`src/hw/status_out_pkg.sv`:
```
// Purpose: shared constants and types for the status output port
// Assumes: 32-bit apb data, one aligned word per register
// Notes: selector codes are consecutive; unlisted codes act as disabled
package status_out_pkg;

  // ==========================================================
  // geometry
  localparam int NUM_OUTPUTS = 6; // four logic then two aux
  localparam int SEL_WIDTH = 6; // selector code width
  localparam int NUM_CODES = 39; // disabled plus 38 choices

  // ==========================================================
  // register byte offsets
  localparam logic [11:0] OFFS_MAIN_STATUS = 12'h030; // read only
  localparam logic [11:0] OFFS_EXT_STATUS = 12'h034; // read only
  localparam logic [11:0] OFFS_TEST_SWITCH = 12'h314; // io_test_switch
  localparam logic [11:0] OFFS_SEL_BASE = 12'h320; // output1 select
  localparam logic [11:0] OFFS_INV_BASE = 12'h350; // output1 invert
  localparam logic [11:0] OFFS_VAL_BASE = 12'h380; // output1 value
  localparam logic [11:0] OFFS_AUX_STEP = 12'h020; // aux1 sits 8 words on
  localparam int LOGIC_COUNT = 4; // outputs before the aux gap

  // ==========================================================
  // reset values
  localparam logic [SEL_WIDTH-1:0] SEL_RESET = 6'h00; // disabled
  localparam logic [31:0] RDATA_RESET = 32'h0000_0000;

  // ==========================================================
  // selector codes
  localparam logic [SEL_WIDTH-1:0] SEL_DISABLED = 6'h00;
  localparam logic [SEL_WIDTH-1:0] SEL_MAIN_FIRST = 6'h01; // main bit 0
  localparam logic [SEL_WIDTH-1:0] SEL_MAIN_LAST = 6'h1c; // main bit 27
  localparam logic [SEL_WIDTH-1:0] SEL_EXT_FIRST = 6'h1d; // ext bit 0
  localparam logic [SEL_WIDTH-1:0] SEL_EXT_LAST = 6'h23; // ext bit 6
  localparam logic [SEL_WIDTH-1:0] SEL_PRIME = 6'h24; // ext bit 8
  localparam logic [SEL_WIDTH-1:0] SEL_XOVER_SYNC = 6'h25; // ext bit 16
  localparam logic [SEL_WIDTH-1:0] SEL_XOVER_WAIT = 6'h26; // ext bit 17
  localparam int EXT_PRIME_BIT = 8;
  localparam int EXT_XSYNC_BIT = 16;
  localparam int EXT_XWAIT_BIT = 17;

  // ==========================================================
  // per-output configuration carrier
  typedef struct packed {
    logic [SEL_WIDTH-1:0] select; // function select
    logic invert; // polarity invert
    logic force_value; // forced level in test mode
  } out_cfg_type;

  typedef struct packed {
    logic [31:0] main_status_word;
    logic [31:0] extended_status_word;
  } status_words_type;

endpackage

```
`src/hw/status_output_port.sv`:
```
// Purpose: six programmable status outputs behind an apb slave
// Assumes: status words are synchronous to core_clk
// Notes: outputs are registered; one cycle after status changes
//
// Function
// - each output has its own function selector
// - conduct while selected function true
// - disabled selector holds output state
// - initialized, configured follow main bits 0,1
// - fault, alert follow main bits 2,3
// - four requirement flags follow main bits 4-7
// - seven ready flags follow main bits 8-14
// - op required, any busy: main 15,16
// - six busy flags follow main bits 17-22
// - autotrigger, parked, full follow bits 23-25
// - success pulse, last follow bits 26,27
// - seven phase busy follow ext bits 0-6
// - prime follows ext bit 8; bit 7 unselectable
// - crossover sync, waiting follow ext 16,17
// - invert reverses conduction sense
// - test mode drives outputs from value
// - one test switch forces all six outputs
//
// Implementation choices: the APB register port and the placing of the registers.
`timescale 1ns/100ps
module status_output_port
(
  input wire logic core_clk, // 100 mhz system clock
  input wire logic reset, // sync, active high
  input wire logic clkEn, // freezes all state when low
  input wire logic [31:0] mainStatusIn, // main_status_word
  input wire logic [31:0] extStatusIn, // extended_status_word
  input wire logic psel, // apb select
  input wire logic penable, // apb enable
  input wire logic pwrite, // apb direction
  input wire logic [11:0] paddr, // apb byte address
  input wire logic [31:0] pwdata, // apb write data
  output logic [31:0] prdata, // apb read data
  output logic pready, // apb ready
  output logic pslverr, // apb error
  output logic [3:0] logicOut, // logic outputs, high conducts
  output logic [1:0] auxOut // aux outputs, high conducts
);
  localparam int N = status_out_pkg::NUM_OUTPUTS;

  // ==========================================================
  // configuration storage
  status_out_pkg::out_cfg_type cfg_reg [N]; // one per output
  logic testMode_reg; // io_test_switch
  logic [N-1:0] outLevel; // driven levels
  status_out_pkg::status_words_type status; // bundled words

  assign status.main_status_word = mainStatusIn;
  assign status.extended_status_word = extStatusIn;

  // ==========================================================
  // address decode
  logic [N-1:0] hitSel; // selector register hit
  logic [N-1:0] hitInv; // invert register hit
  logic [N-1:0] hitVal; // value register hit
  logic hitTest; // test switch hit
  logic hitMainSt; // main word hit
  logic hitExtSt; // ext word hit
  logic anyHit; // mapped address
  logic wrStrobe; // write takes effect

  // per-output offsets: aux pair sits past the reserved logic slots
  function automatic logic [11:0] outOffs(input logic [11:0] base,
                                          input int idx);
    logic [11:0] o;
    o = base + 12'(idx * 4);
    if (idx >= status_out_pkg::LOGIC_COUNT)
      o = o + status_out_pkg::OFFS_AUX_STEP - 12'h010;
    return o;
  endfunction

  // compare address to every register
  always_comb
  begin
    for (int i = 0; i < N; i++)
    begin
      hitSel[i] = paddr == outOffs(status_out_pkg::OFFS_SEL_BASE, i);
      hitInv[i] = paddr == outOffs(status_out_pkg::OFFS_INV_BASE, i);
      hitVal[i] = paddr == outOffs(status_out_pkg::OFFS_VAL_BASE, i);
    end
    hitTest = paddr == status_out_pkg::OFFS_TEST_SWITCH;
    hitMainSt = paddr == status_out_pkg::OFFS_MAIN_STATUS;
    hitExtSt = paddr == status_out_pkg::OFFS_EXT_STATUS;
    anyHit = (|hitSel) | (|hitInv) | (|hitVal) | hitTest |
             hitMainSt | hitExtSt;
  end

  // zero wait states: access phase completes at once
  assign pready = 1'b1;
  assign pslverr = psel & penable & ~anyHit;
  assign wrStrobe = psel & penable & pwrite & anyHit & clkEn;

  // ==========================================================
  // configuration writes, one set per output
  always_ff @(posedge core_clk)
  begin
    if (reset)
    begin
      for (int i = 0; i < N; i++)
      begin
        cfg_reg[i].select <= status_out_pkg::SEL_RESET;
        cfg_reg[i].invert <= 1'b0;
        cfg_reg[i].force_value <= 1'b0;
      end
    end
    else if (wrStrobe)
    begin
      for (int i = 0; i < N; i++)
      begin
        // independent selector per output
        if (hitSel[i])
          cfg_reg[i].select <=
            pwdata[status_out_pkg::SEL_WIDTH-1:0];
        if (hitInv[i])
          cfg_reg[i].invert <= pwdata[0];
        if (hitVal[i])
          cfg_reg[i].force_value <= pwdata[0];
      end
    end
  end

  // test switch register, common to all six outputs
  always_ff @(posedge core_clk)
  begin
    if (reset)
      testMode_reg <= 1'b0;
    else if (wrStrobe && hitTest)
      testMode_reg <= pwdata[0];
  end

  // ==========================================================
  // output channels
  generate
    for (genvar g = 0; g < N; g++)
    begin : gen_chan
      output_channel u_chan
      (
        .core_clk(core_clk),
        .reset(reset),
        .clkEn(clkEn),
        .status(status),
        .cfg(cfg_reg[g]),
        .testMode(testMode_reg),
        .outLevel(outLevel[g])
      );
    end
  endgenerate

  assign logicOut = outLevel[3:0];
  assign auxOut = outLevel[5:4];

  // ==========================================================
  // read data, registered at the edge that ends the setup phase
  logic [31:0] rdMux; // selected read word

  // unmapped and reserved bits read as zero
  always_comb
  begin
    rdMux = status_out_pkg::RDATA_RESET;
    for (int i = 0; i < N; i++)
    begin
      if (hitSel[i])
        rdMux = {26'h000_0000, cfg_reg[i].select};
      if (hitInv[i])
        rdMux = {31'h0000_0000, cfg_reg[i].invert};
      if (hitVal[i])
        // outside test, report the driven level
        rdMux = {31'h0000_0000,
                 testMode_reg ? cfg_reg[i].force_value : outLevel[i]};
    end
    if (hitTest)
      rdMux = {31'h0000_0000, testMode_reg};
    if (hitMainSt)
      rdMux = mainStatusIn;
    if (hitExtSt)
      rdMux = extStatusIn;
  end

  // prdata only moves on a read access
  always_ff @(posedge core_clk)
  begin
    if (reset)
      prdata <= status_out_pkg::RDATA_RESET;
    else if (psel && !penable && !pwrite && clkEn)
      prdata <= rdMux;
  end

endmodule // status_output_port

```
`src/hw/status_bit_mux.sv`:
```
// Purpose: map one selector code to one status bit
// Assumes: status words come from logic on the same clock
// Notes: combinational; hold of disabled outputs is done by caller
`timescale 1ns/100ps
module status_bit_mux
(
  input wire status_out_pkg::status_words_type status, // both words
  input wire logic [status_out_pkg::SEL_WIDTH-1:0] select, // code
  output logic bitValue, // selected status bit
  output logic isActive // code names a real function
);
  // ==========================================================
  // decode
  logic [status_out_pkg::SEL_WIDTH-1:0] mainIdx; // main bit index
  logic [status_out_pkg::SEL_WIDTH-1:0] extIdx; // ext bit index

  // selector to bit, in listed order
  always_comb
  begin
    mainIdx = select - status_out_pkg::SEL_MAIN_FIRST;
    extIdx = select - status_out_pkg::SEL_EXT_FIRST;
    bitValue = 1'b0;
    isActive = 1'b1;
    if (select >= status_out_pkg::SEL_MAIN_FIRST &&
        select <= status_out_pkg::SEL_MAIN_LAST)
    begin
      // main word bits 0..27
      bitValue = status.main_status_word[mainIdx[4:0]];
      // busy, ready and success bits ride the same index
    end
    else if (select >= status_out_pkg::SEL_EXT_FIRST &&
             select <= status_out_pkg::SEL_EXT_LAST)
    begin
      bitValue = status.extended_status_word[extIdx[4:0]];
    end
    else if (select == status_out_pkg::SEL_PRIME)
    begin
      // ext bit 7 has no code at all
      bitValue =
        status.extended_status_word[status_out_pkg::EXT_PRIME_BIT];
    end
    else if (select == status_out_pkg::SEL_XOVER_SYNC)
    begin
      // synchronous crossover flag
      bitValue =
        status.extended_status_word[status_out_pkg::EXT_XSYNC_BIT];
    end
    else if (select == status_out_pkg::SEL_XOVER_WAIT)
    begin
      // crossover waiting flag
      bitValue =
        status.extended_status_word[status_out_pkg::EXT_XWAIT_BIT];
    end
    else
    begin
      // disabled and unlisted codes
      isActive = 1'b0;
    end
  end

endmodule // status_bit_mux

```
`src/hw/output_channel.sv`:
```
// Purpose: one switched output: select, invert, hold, force
// Assumes: clock enable freezes the held level
// Notes: outLevel high means the output conducts
`timescale 1ns/100ps
module output_channel
(
  input wire logic core_clk, // system clock
  input wire logic reset, // sync, active high
  input wire logic clkEn, // freezes state when low
  input wire status_out_pkg::status_words_type status, // status words
  input wire status_out_pkg::out_cfg_type cfg, // this output's setup
  input wire logic testMode, // io_test_switch
  output logic outLevel // conducting when high
);
  // ==========================================================
  // datapath
  logic selBit; // chosen status bit
  logic selActive; // selector not disabled
  logic level_reg; // driven level
  logic level_next; // next driven level

  status_bit_mux u_mux
  (
    .status(status),
    .select(cfg.select),
    .bitValue(selBit),
    .isActive(selActive)
  );

  // pick source: test force, hold, or status xor invert
  always_comb
  begin
    if (testMode)
      level_next = cfg.force_value;
    else if (!selActive)
      level_next = level_reg; // disabled holds last level
    else
      level_next = selBit ^ cfg.invert;
  end

  // registered so the pin never glitches on selector writes
  always_ff @(posedge core_clk)
  begin
    if (reset)
      level_reg <= 1'b0;
    else if (clkEn)
      level_reg <= level_next;
  end

  assign outLevel = level_reg;

endmodule // output_channel

```
`config.mk`:
```
export PLATFORM = sky130hd
export DESIGN_NAME = status_output_port
export DESIGN_NICKNAME = d
export VERILOG_FILES = /design/src/hw/status_out_pkg.sv /design/src/hw/status_output_port.sv /design/src/hw/status_bit_mux.sv /design/src/hw/output_channel.sv
export SDC_FILE = /design/constraint.sdc
export NUM_CORES = 1
export LEC_CHECK = 0
export BUFFER_PORTS_ARGS = -buffer_cell sky130_fd_sc_hd__buf_2
export CELL_PAD_IN_SITES_DETAIL_PLACEMENT = 0
export CELL_PAD_IN_SITES_GLOBAL_PLACEMENT = 1
export CORE_MARGIN = 5
export CORE_UTILIZATION = 40
export CTS_CLUSTER_SIZE = 30
export DETAILED_ROUTE_END_ITERATION = 7
export MAX_ROUTING_LAYER = met4
export PLACE_DENSITY = 0.73
export SLEW_MARGIN = 20
export SYNTH_ARGS = -nofsm -noshare
export SYNTH_HDL_FRONTEND = slang
export SYNTH_SLANG_ARGS = --single-unit
```
`constraint.sdc`:
```
create_clock -name core_clk -period 6.6 [get_ports core_clk]
set_input_delay 0.99 -clock core_clk [delete_from_list [all_inputs] [get_ports core_clk]]
set_output_delay 0.99 -clock core_clk [all_outputs]
set_load 0.005 [all_outputs]
```
Yosys cells after proc, flatten, opt, wreduce, memory -nomap -nowiden. Memories as Yosys holds them, arrays and structs flattened. Cells that the tools add are included.

Multiplexer cells: 215. Equality and inequality tests: 39. Add/subtract/negate cells: 12. Magnitude comparators: 36. Bitwise operators: 35. Reduce and logical (&&, ||, !) cells: 33.

Operators with widths (number): $mux W32 (20); $eq A12 B10 Y1 const B (19); $mux W1 (176); $eq A6 B6 Y1 const B (18); $lt A5 B6 Y1 const B (12); $bmux W1 S5 (12); $mux W6 (7); $ge A6 B1 Y1 const B (6); $ge A6 B5 Y1 const B (6); $le A6 B5 Y1 const B (6); $le A6 B6 Y1 const B (6); $sub A5 B1 Y5 const B (6); $sub A5 B5 Y5 const B (6); $eq A12 B6 Y1 const B (2); $or A1 B1 Y1 (23); $reduce_or A6 Y1 (3); $logic_and A1 B1 Y1 (16); $reduce_and A2 Y1 (6); $reduce_bool A2 Y1 (6); $xor A1 B1 Y1 (6); $and A1 B1 Y1 (5); $logic_not A1 Y1 (2); $not A1 Y1 (1).

Output and inout bits: 40. Input bits: 114. Logic and storage cells: 379. RAM bits: 48. Flip-flop bits (word level): 39. Memories: 1.

Memory list: cfg_reg (depth 6, width 8, read ports 6, clocked after Yosys merged registers in 0, wr ports 6, line status_output_port.sv:48) `status_out_pkg::out_cfg_type cfg_reg [N];`.

Longest topological paths before layout. Gate-level depths: netlist (run 1).

Word-level depth: 22. Mapped depth: 13. Gate-level depth less buffers: 9.

Hierarchy. Synthesis (run 1) repeated with hierarchy kept, for this count alone.

Cell total of the unflattened synthesis: 866. Area total of the unflattened synthesis: 9539.1 um^2.

Modules (own cells, without submodules): status_bit_mux (cells an instance 63, seq. area each 0.0 um^2, times used 6, area an instance 777.0 um^2); status_output_port (cells an instance 440, seq. area each 2102.0 um^2, times used 1, area an instance 4449.3 um^2); output_channel (cells an instance 8, seq. area each 20.0 um^2, times used 6, area an instance 71.3 um^2).

Least setup slack after synthesis (run 1). OpenSTA, ideal clock, no wires.

Kind: input to register. Start: in paddr[11]. End: mem cfg_reg[4][2] (netlist name) (enable). Data arrival time: 2.911 ns. Path slack: 3.312 ns. Library setup time: 0.377 ns. Buffers on the path: 1. Cell stages on the path: 6. Path through: nor4_4 nand2_2 or3_4 or4_4 buf_6 o21ai_0.

RTL lines: start, declared (line status_output_port.sv:36) `input wire logic [11:0] paddr,`; end, declared (line status_output_port.sv:48).

==> results of run 1 <==
[layout make-up]
type | count | area [µm²] | share of cell area (%)
antenna | 3 | 7.51 | 0.0741
clock inverter | 7 | 73.8 | 0.729
sequential | 87 | 2220 | 21.9
tap | 285 | 357 | 3.52
multi-input combinational | 710 | 6430 | 63.5
timing repair buffer | 137 | 733 | 7.24
inverter | 21 | 78.8 | 0.778
clock buffer | 9 | 225 | 2.22
[worst max-delay path, stage by stage]
cell and delay, ns:
buf_2 0.07, buf_4 0.52, nor2b_1 0.23, nand3_1 0.31, or4_1 0.66, o21ai_0 0.74
[metrics by stage]
stage	utilization [%]	instances
after CTS	44.8	1255
after floorplan	-	900
after global routing	45.0	1259
after global placement	43.5	1239
after detailed placement	43.5	1239
final	45.0	1259
[cell families (layout without fill, tap and decap cells)]
logic type,Yosys count,in the layout
compound gates,163,163
xor+xnor,34,34
fa+ha+maj,24,24
buf+inv,103,174
flops,87,87
mux,177,177
other cells,1,4
simple gates,311,311
[metal layers]
layer	wire length, µm	part of all wire, %	vias up
met2	15400	47	513
li1	-	-	3621
met4	1290	4.0	0
met5	0	0	-
met3	3310	10	92
met1	12400	38	4032
[worst paths after layout]
path                                                     to  slack, ns
worst max-delay path                          cfg_reg[5][2]       3.04
worst min register to register                   prdata[26]       0.49
worst min-delay path                             prdata[26]       0.49
worst max register to register  gen_chan[2].u_chan.outLevel       3.24
[layout by cell type, fill, tap and decap left out, types with 4 or more instances in the layout]
master / n
nor3b_1: 11
buf_2: 126
a21oi_1: 48
nor2b_1: 13
nor3_1: 41
a22oi_1: 8
inv_1: 21
a31oi_1: 8
nand2b_1: 6
o211ai_1: 4
nor4_1: 4
o21ai_0: 40
mux2i_1: 62
and3b_1: 4
o31a_1: 4
xor2_1: 10
nand3b_1: 10
nor2_1: 110
xnor2_1: 24
or3_1: 5
ha_1: 24
a221oi_1: 12
mux4_2: 108
nand3_1: 12
nand2_1: 53
and2_1: 4
edfxtp_1: 48
buf_4: 10
dfxtp_1: 39
nor4b_1: 8
o22ai_1: 4
and3_1: 6
clkbuf_16: 9
a211oi_1: 10
mux2_2: 7
[power groups by stage]
stage                     Clock, mW  Sequential [mW]  Combinational, mW
final                         0.549            0.623              0.517
after global routing          0.579            0.627              0.546
after detailed placement          0            0.637              0.503
after global placement            0            0.636              0.497
after floorplan                   0            0.612              0.370
after CTS                     0.556            0.625              0.505
==> results by group, run 1 <==
Outcome
  – Status: completed

GRT
  – Largest net degree at the start of global routing: 59
  – First-pass GRT wire length: 48300 µm
  – Global-route track usage on met3: 4.00%
  – Remaining Overflow, GRT: 0
  – Initial antenna violation count: 3
  – GR Util All Layers: 25.1%
  – M1 GR Usage: 33.6%
  – Busiest grt layer: met2
  – Vias in the first global route: 7812
  – M2 GR Usage: 38.7%

STA
  – Slew Limit Fails: 0
  – Setup ws final: 3.04 ns
  – Fin. Hold Viols: 0
  – Final Cycle Share: 54.0%
  – Final min period: 3.56 ns
  – Setup TNS: 0 ns
  – Worst Skew: 0.0123 ns
  – Worst-margin pin slew: 0.876 ns
  – Hold_ws: 0.485 ns
  – Setup violators final: 0
  – Fmax: 281 MHz
  – Slew margin rel.: 41.1%
  – RSZ-0062 raised after global routing: false

CTS
  – CTS Buffer Depth: 2
  – TritonCTS buffer count: 9
  – Root Buffer: clkbuf_16
  – Reg clk slew, reported paths: 0.08 ns
  – # resized after CTS: 0
  – CTS Hold Buffers Added: 0
  – Clock Sinks: 87
  – Post-CTS setup repair buffer count: 0
  – # H-tree levels: 3
  – Clk Latency, worst-skew pair: 0.37 ns
  – CTS tree: yes

Power and ir drop
  – Power Total: 1.69 mW
  – LEAKAGE: 3.66 nW
  – P_sw: 578 µW
  – Power share of the clock group: 32.5%
  – Reg power frac: 36.9%
  – Net Sw Frac: 34.2%
  – Internal cell power: 1.11 mW
  – IR drop worst, VDD: 0.000115 V
  – Logic pwr share: 30.6%
  – Pwr dens: 167 mW/mm²

Yosys
  – Share of the synthesized area in the top cell type: 26.8%
  – Multiplexer share of the synthesized area: 34.5%
  – Register area share after synthesis: 24.5%
  – Adder-cell share of the synthesized area: 3.30%
  – Top post-synthesis cells by area: mux4_2 (27%), edfxtp_1 (16%), dfxtp_1 (8.6%)
  – Syn Inst Count: 900
  – Top cells by count, synth: nor2_1 (110), mux4_2 (108), mux2i_1 (62)
  – Most frequent cell after synthesis: nor2_1
  – Compound-Gate Fraction of Synth Area: 11.7%
  – Syn nets: 1038
  – Largest family of logic cells by synthesized area: multiplexers
  – Most used flip-flop cell after synthesis: edfxtp_1
  – Share of flip-flops with an asynchronous set or reset: 0%
  – Yosys warns: 0
  – Cell taking the most area after synthesis: mux4_2
  – Yosys reg bits: 87
  – Unique masters post-synth: 70
  – Xor-xnor portion of the synthesized cell area: 3.28%
  – Post-Synthesis Mean Instance Area: 10.1 µm²
  – Simple-gate portion of the synthesized area: 17.9%
  – Post-Syn Area: 0.00909 mm²
  – Number of flops mapped to enable cells by yosys: 48

Placement
  – Worst slack at placement: 2.65 ns
  – IO buf count: 126
  – Gpl congestion: 0.953
  – Dpl hpwl: 23900 µm
  – Post-DP Area: 0.00979 mm²

Drt
  – Routed via count: 8258
  – DRT Pass-1 Iters: 5
  – Drc violations: 0
  – Initial DRC count: 1083
  – Routed wire length: 32400 µm
  – ANT nets after route: 0
  – Vias per cell: 6.56
  – WL/cell: 25.7 µm

Worst setup path
  – Arrival @ worst endpoint: 3.55 ns
  – Depth of the worst register-to-register path: 8
  – Max FO, Critical Path: 43
  – CP startpoint: paddr[2]
  – Worst R2R Start: cfg_reg[2][2]
  – Crit. End Element: flop
  – Crit path kind: input port to flop
  – CP required: 6.59 ns
  – Startpoint types: input port

Worst hold path
  – Hold Path Class: flop to flop
  – Worst Hold Launch: prdata[26]
  – WHS Path Cells: 2

Floorplan
  – Num rows: 55
  – Core Area: 0.0225 mm²
  – Io pins: 154
  – Horiz. Die Dim: 161 µm
  – Initial Util: 40.4%
  – Die Y: 161 µm
  – Die area: 0.0258 mm²

Finish
  – Fill cells: 2178
  – Post-route cell area: 0.0101 mm²
  – Layout Nets: 1104
  – Syn-to-layout area delta: 11.4%
  – Max reg flops: 48
  – Share of cells above drive strength 1: 29.4%

Run
  – MaxCap Viol Count: 0
Power figures use the tool's default switching activity.
==> run 2: changes to the inputs <==
==> constraint.sdc (replaced) <==
create_clock -name core_clk -period 3.3 [get_ports core_clk]
set_input_delay 0.495 -clock core_clk [delete_from_list [all_inputs] [get_ports core_clk]]
set_output_delay 0.495 -clock core_clk [all_outputs]
set_load 0.005 [all_outputs]
==> run 2 against run 1 <==
  * Non-clock buffer count up 31
  * Sequential share of layout area decreased by 0.50 points
  * Combinational power up 110%
  * Die area is the same
  * Wire length about the same
  * Clock power grew 120%
  * Final area up 2.3%
  * Flip-flop and latch count is the same
  * Clock skew shrank 0.0027 ns
  * Sequential power grew 99%
  * First-iteration DRC count down 6.4%
  * Via count up 0.57%
  * Critical endpoint is now gen_chan[2].u_chan.outLevel
==> results by group, run 2 (synthesized netlist as in run 1, its figures left out) <==
Worst setup path
  – Slowest CP cell: ha_1
  – Crit. End Element: flop
  – Flop-to-flop setup slack: 0.45 ns
  – Worst R2R Start: cfg_reg[2][3]
  – CP delay by family, top: multiplexers
  – Crit path kind: flop to flop
  – Arrival @ worst endpoint: 3.12 ns
  – CP bufs+invs: 1
  – Cell mode on critical path: mux4_2
  – Depth of the worst register-to-register path: 8
  – Startpoint types: flop
  – R2r endpoint: gen_chan[2].u_chan.outLevel
  – Cells along the critical path: inv_1, ha_1, mux4_2, mux4_2, nand3b_1, a31oi_1, xnor2_1, a211oi_1
  – CP required: 3.57 ns
  – CP max stage delay: 0.63 ns
  – Max FO, Critical Path: 13

CTS
  – CTS Buffer Depth: 2
  – CTS Hold Buffers Added: 0
  – Clock Sinks: 87
  – TritonCTS buffer count: 9
  – Clk Latency, worst-skew pair: 0.36 ns
  – Post-CTS setup repair buffer count: 0
  – Reg clk slew, reported paths: 0.08 ns
  – # H-tree levels: 3
  – Root Buffer: clkbuf_16
  – # resized after CTS: 0
  – CTS tree: yes

Placement
  – Worst slack at placement: 0.459 ns
  – IO buf count: 126
  – Dpl hpwl: 24500 µm
  – Gpl congestion: 0.957
  – Placed insts: 1271

Floorplan
  – Horiz. Die Dim: 161 µm
  – Die area: 0.0258 mm²
  – Num rows: 55
  – Initial Util: 40.4%
  – Io pins: 154
  – Core Area: 0.0225 mm²
  – Die Y: 161 µm

Power and ir drop
  – LEAKAGE: 3.82 nW
  – IR drop worst, VDD: 0.000223 V
  – Net Sw Frac: 32.0%
  – Reg power frac: 35.4%
  – Pwr dens: 337 mW/mm²
  – P_sw: 1.12 mW
  – Internal cell power: 2.38 mW
  – Power share of the clock group: 34.2%
  – Logic pwr share: 30.4%

Finish
  – Commonest cells after routing, fill and taps aside: buf_2 (126), nor2_1 (110), mux4_2 (108)
  – Fin cells: 1290
  – Multi-input gate area: 0.00642 mm²
  – Post-route core utilization: 46.1%
  – Area taken by flip-flops and latches: 0.00222 mm²
  – Layout Nets: 1135
  – Fill cells: 2127
  – Share of cells above drive strength 1: 31.4%
  – Syn-to-layout area delta: 14.0%
  – Commonest non-fill, non-tap cell in the layout: buf_2
  – Max reg flops: 48

Drt
  – Drc violations: 0
  – ANT nets after route: 0
  – Initial DRC count: 1014
  – DRT Pass-1 Iters: 5
  – WL/cell: 25.1 µm
  – Routed via count: 8305
  – Vias per cell: 6.44
  – Routed wire length: 32400 µm

STA
  – Slew margin rel.: 45.8%
  – Slew Limit Fails: 0
  – Setup ws final: 0.451 ns
  – Worst-margin pin slew: 0.804 ns
  – Fmax: 351 MHz
  – Final min period: 2.85 ns
  – Worst Skew: 0.00961 ns
  – Hold_ws: 0.460 ns
  – Setup violators final: 0
  – RSZ-0062 raised after global routing: false
  – Fin. Hold Viols: 0
  – Setup TNS: 0 ns
  – Final Cycle Share: 86.3%

GRT
  – GR Util All Layers: 25.5%
  – Remaining Overflow, GRT: 0
  – Largest net degree at the start of global routing: 53
  – First-pass GRT wire length: 48900 µm
  – Initial antenna violation count: 3
  – Vias in the first global route: 8091

Worst hold path
  – WHS Path Cells: 3
  – Hold Path Class: input port to flop
  – Hold path endpoint: testMode_reg
  – Worst Hold Launch: pwdata[0]

Outcome
  – Status: completed

Run
  – MaxCap Viol Count: 0
==> run 2: cell count changes in the layout (fill, tap and decap cells not counted), sizes merged <==
cell      before  now
clkinvlp       2    0
buf          137  168
bufinv         0    2
clkinv         2    3
inv           24   23
==> run 2: worst max-delay path by stage <==
stage	startpoint	to	slack (ns)	cells past startpoint
floorplan	cfg_reg[3][2]	gen_chan[3].u_chan.outLevel	0.04	11
global placement	paddr[4]	cfg_reg[5][2]	0.48	9
detailed placement	paddr[4]	cfg_reg[5][2]	0.46	9
CTS	cfg_reg[2][3]	gen_chan[2].u_chan.outLevel	0.45	8
global route	cfg_reg[0][3]	gen_chan[0].u_chan.outLevel	0.24	8
finish	cfg_reg[2][3]	gen_chan[2].u_chan.outLevel	0.45	8
==> run 2: layout make-up <==
class / count / share of cell area (%)
Multi-Input combinational cell: 710 / 62.0
Sequential cell: 87 / 21.4
Timing Repair Buffer: 168 / 9.13
Tap cell: 285 / 3.44
Clock buffer: 9 / 2.17
Clock inverter: 7 / 1.01
Inverter: 21 / 0.761
Antenna cell: 3 / 0.0724
==> run 2: per-stage QoR <==
step                      instance area [µm²]  total power [mW]
after floorplan                          9090              1.96
after global routing                    10400              3.62
after global placement                  10000              2.29
final                                   10400              3.50
after CTS                               10400              3.49
after detailed placement                10000              2.30
==> run 2: layer usage <==
metal	GRT usage (%)	share of wire (%)
met2	39.3	46
met1	33.2	40
met3	5.44	10
met5	-	0
met4	9.42	3.9
==> run 2: tightest hold or removal path, delay by kind of cell <==
family                 cells  cell delay, ns
muxes                      1            0.08
and+or+nand+nor            1            0.08
buffers and inverters      1            0.13
==> run 2: power by group through the flow <==
stage | combinational (mW) | clock [mW] | sequential (mW)
after CTS | 1.05 | 1.21 | 1.24
after floorplan | 0.740 | 0 | 1.22
after detailed placement | 1.04 | 0 | 1.26
after global routing | 1.13 | 1.24 | 1.24
final | 1.06 | 1.20 | 1.24
after global placement | 1.03 | 0 | 1.26
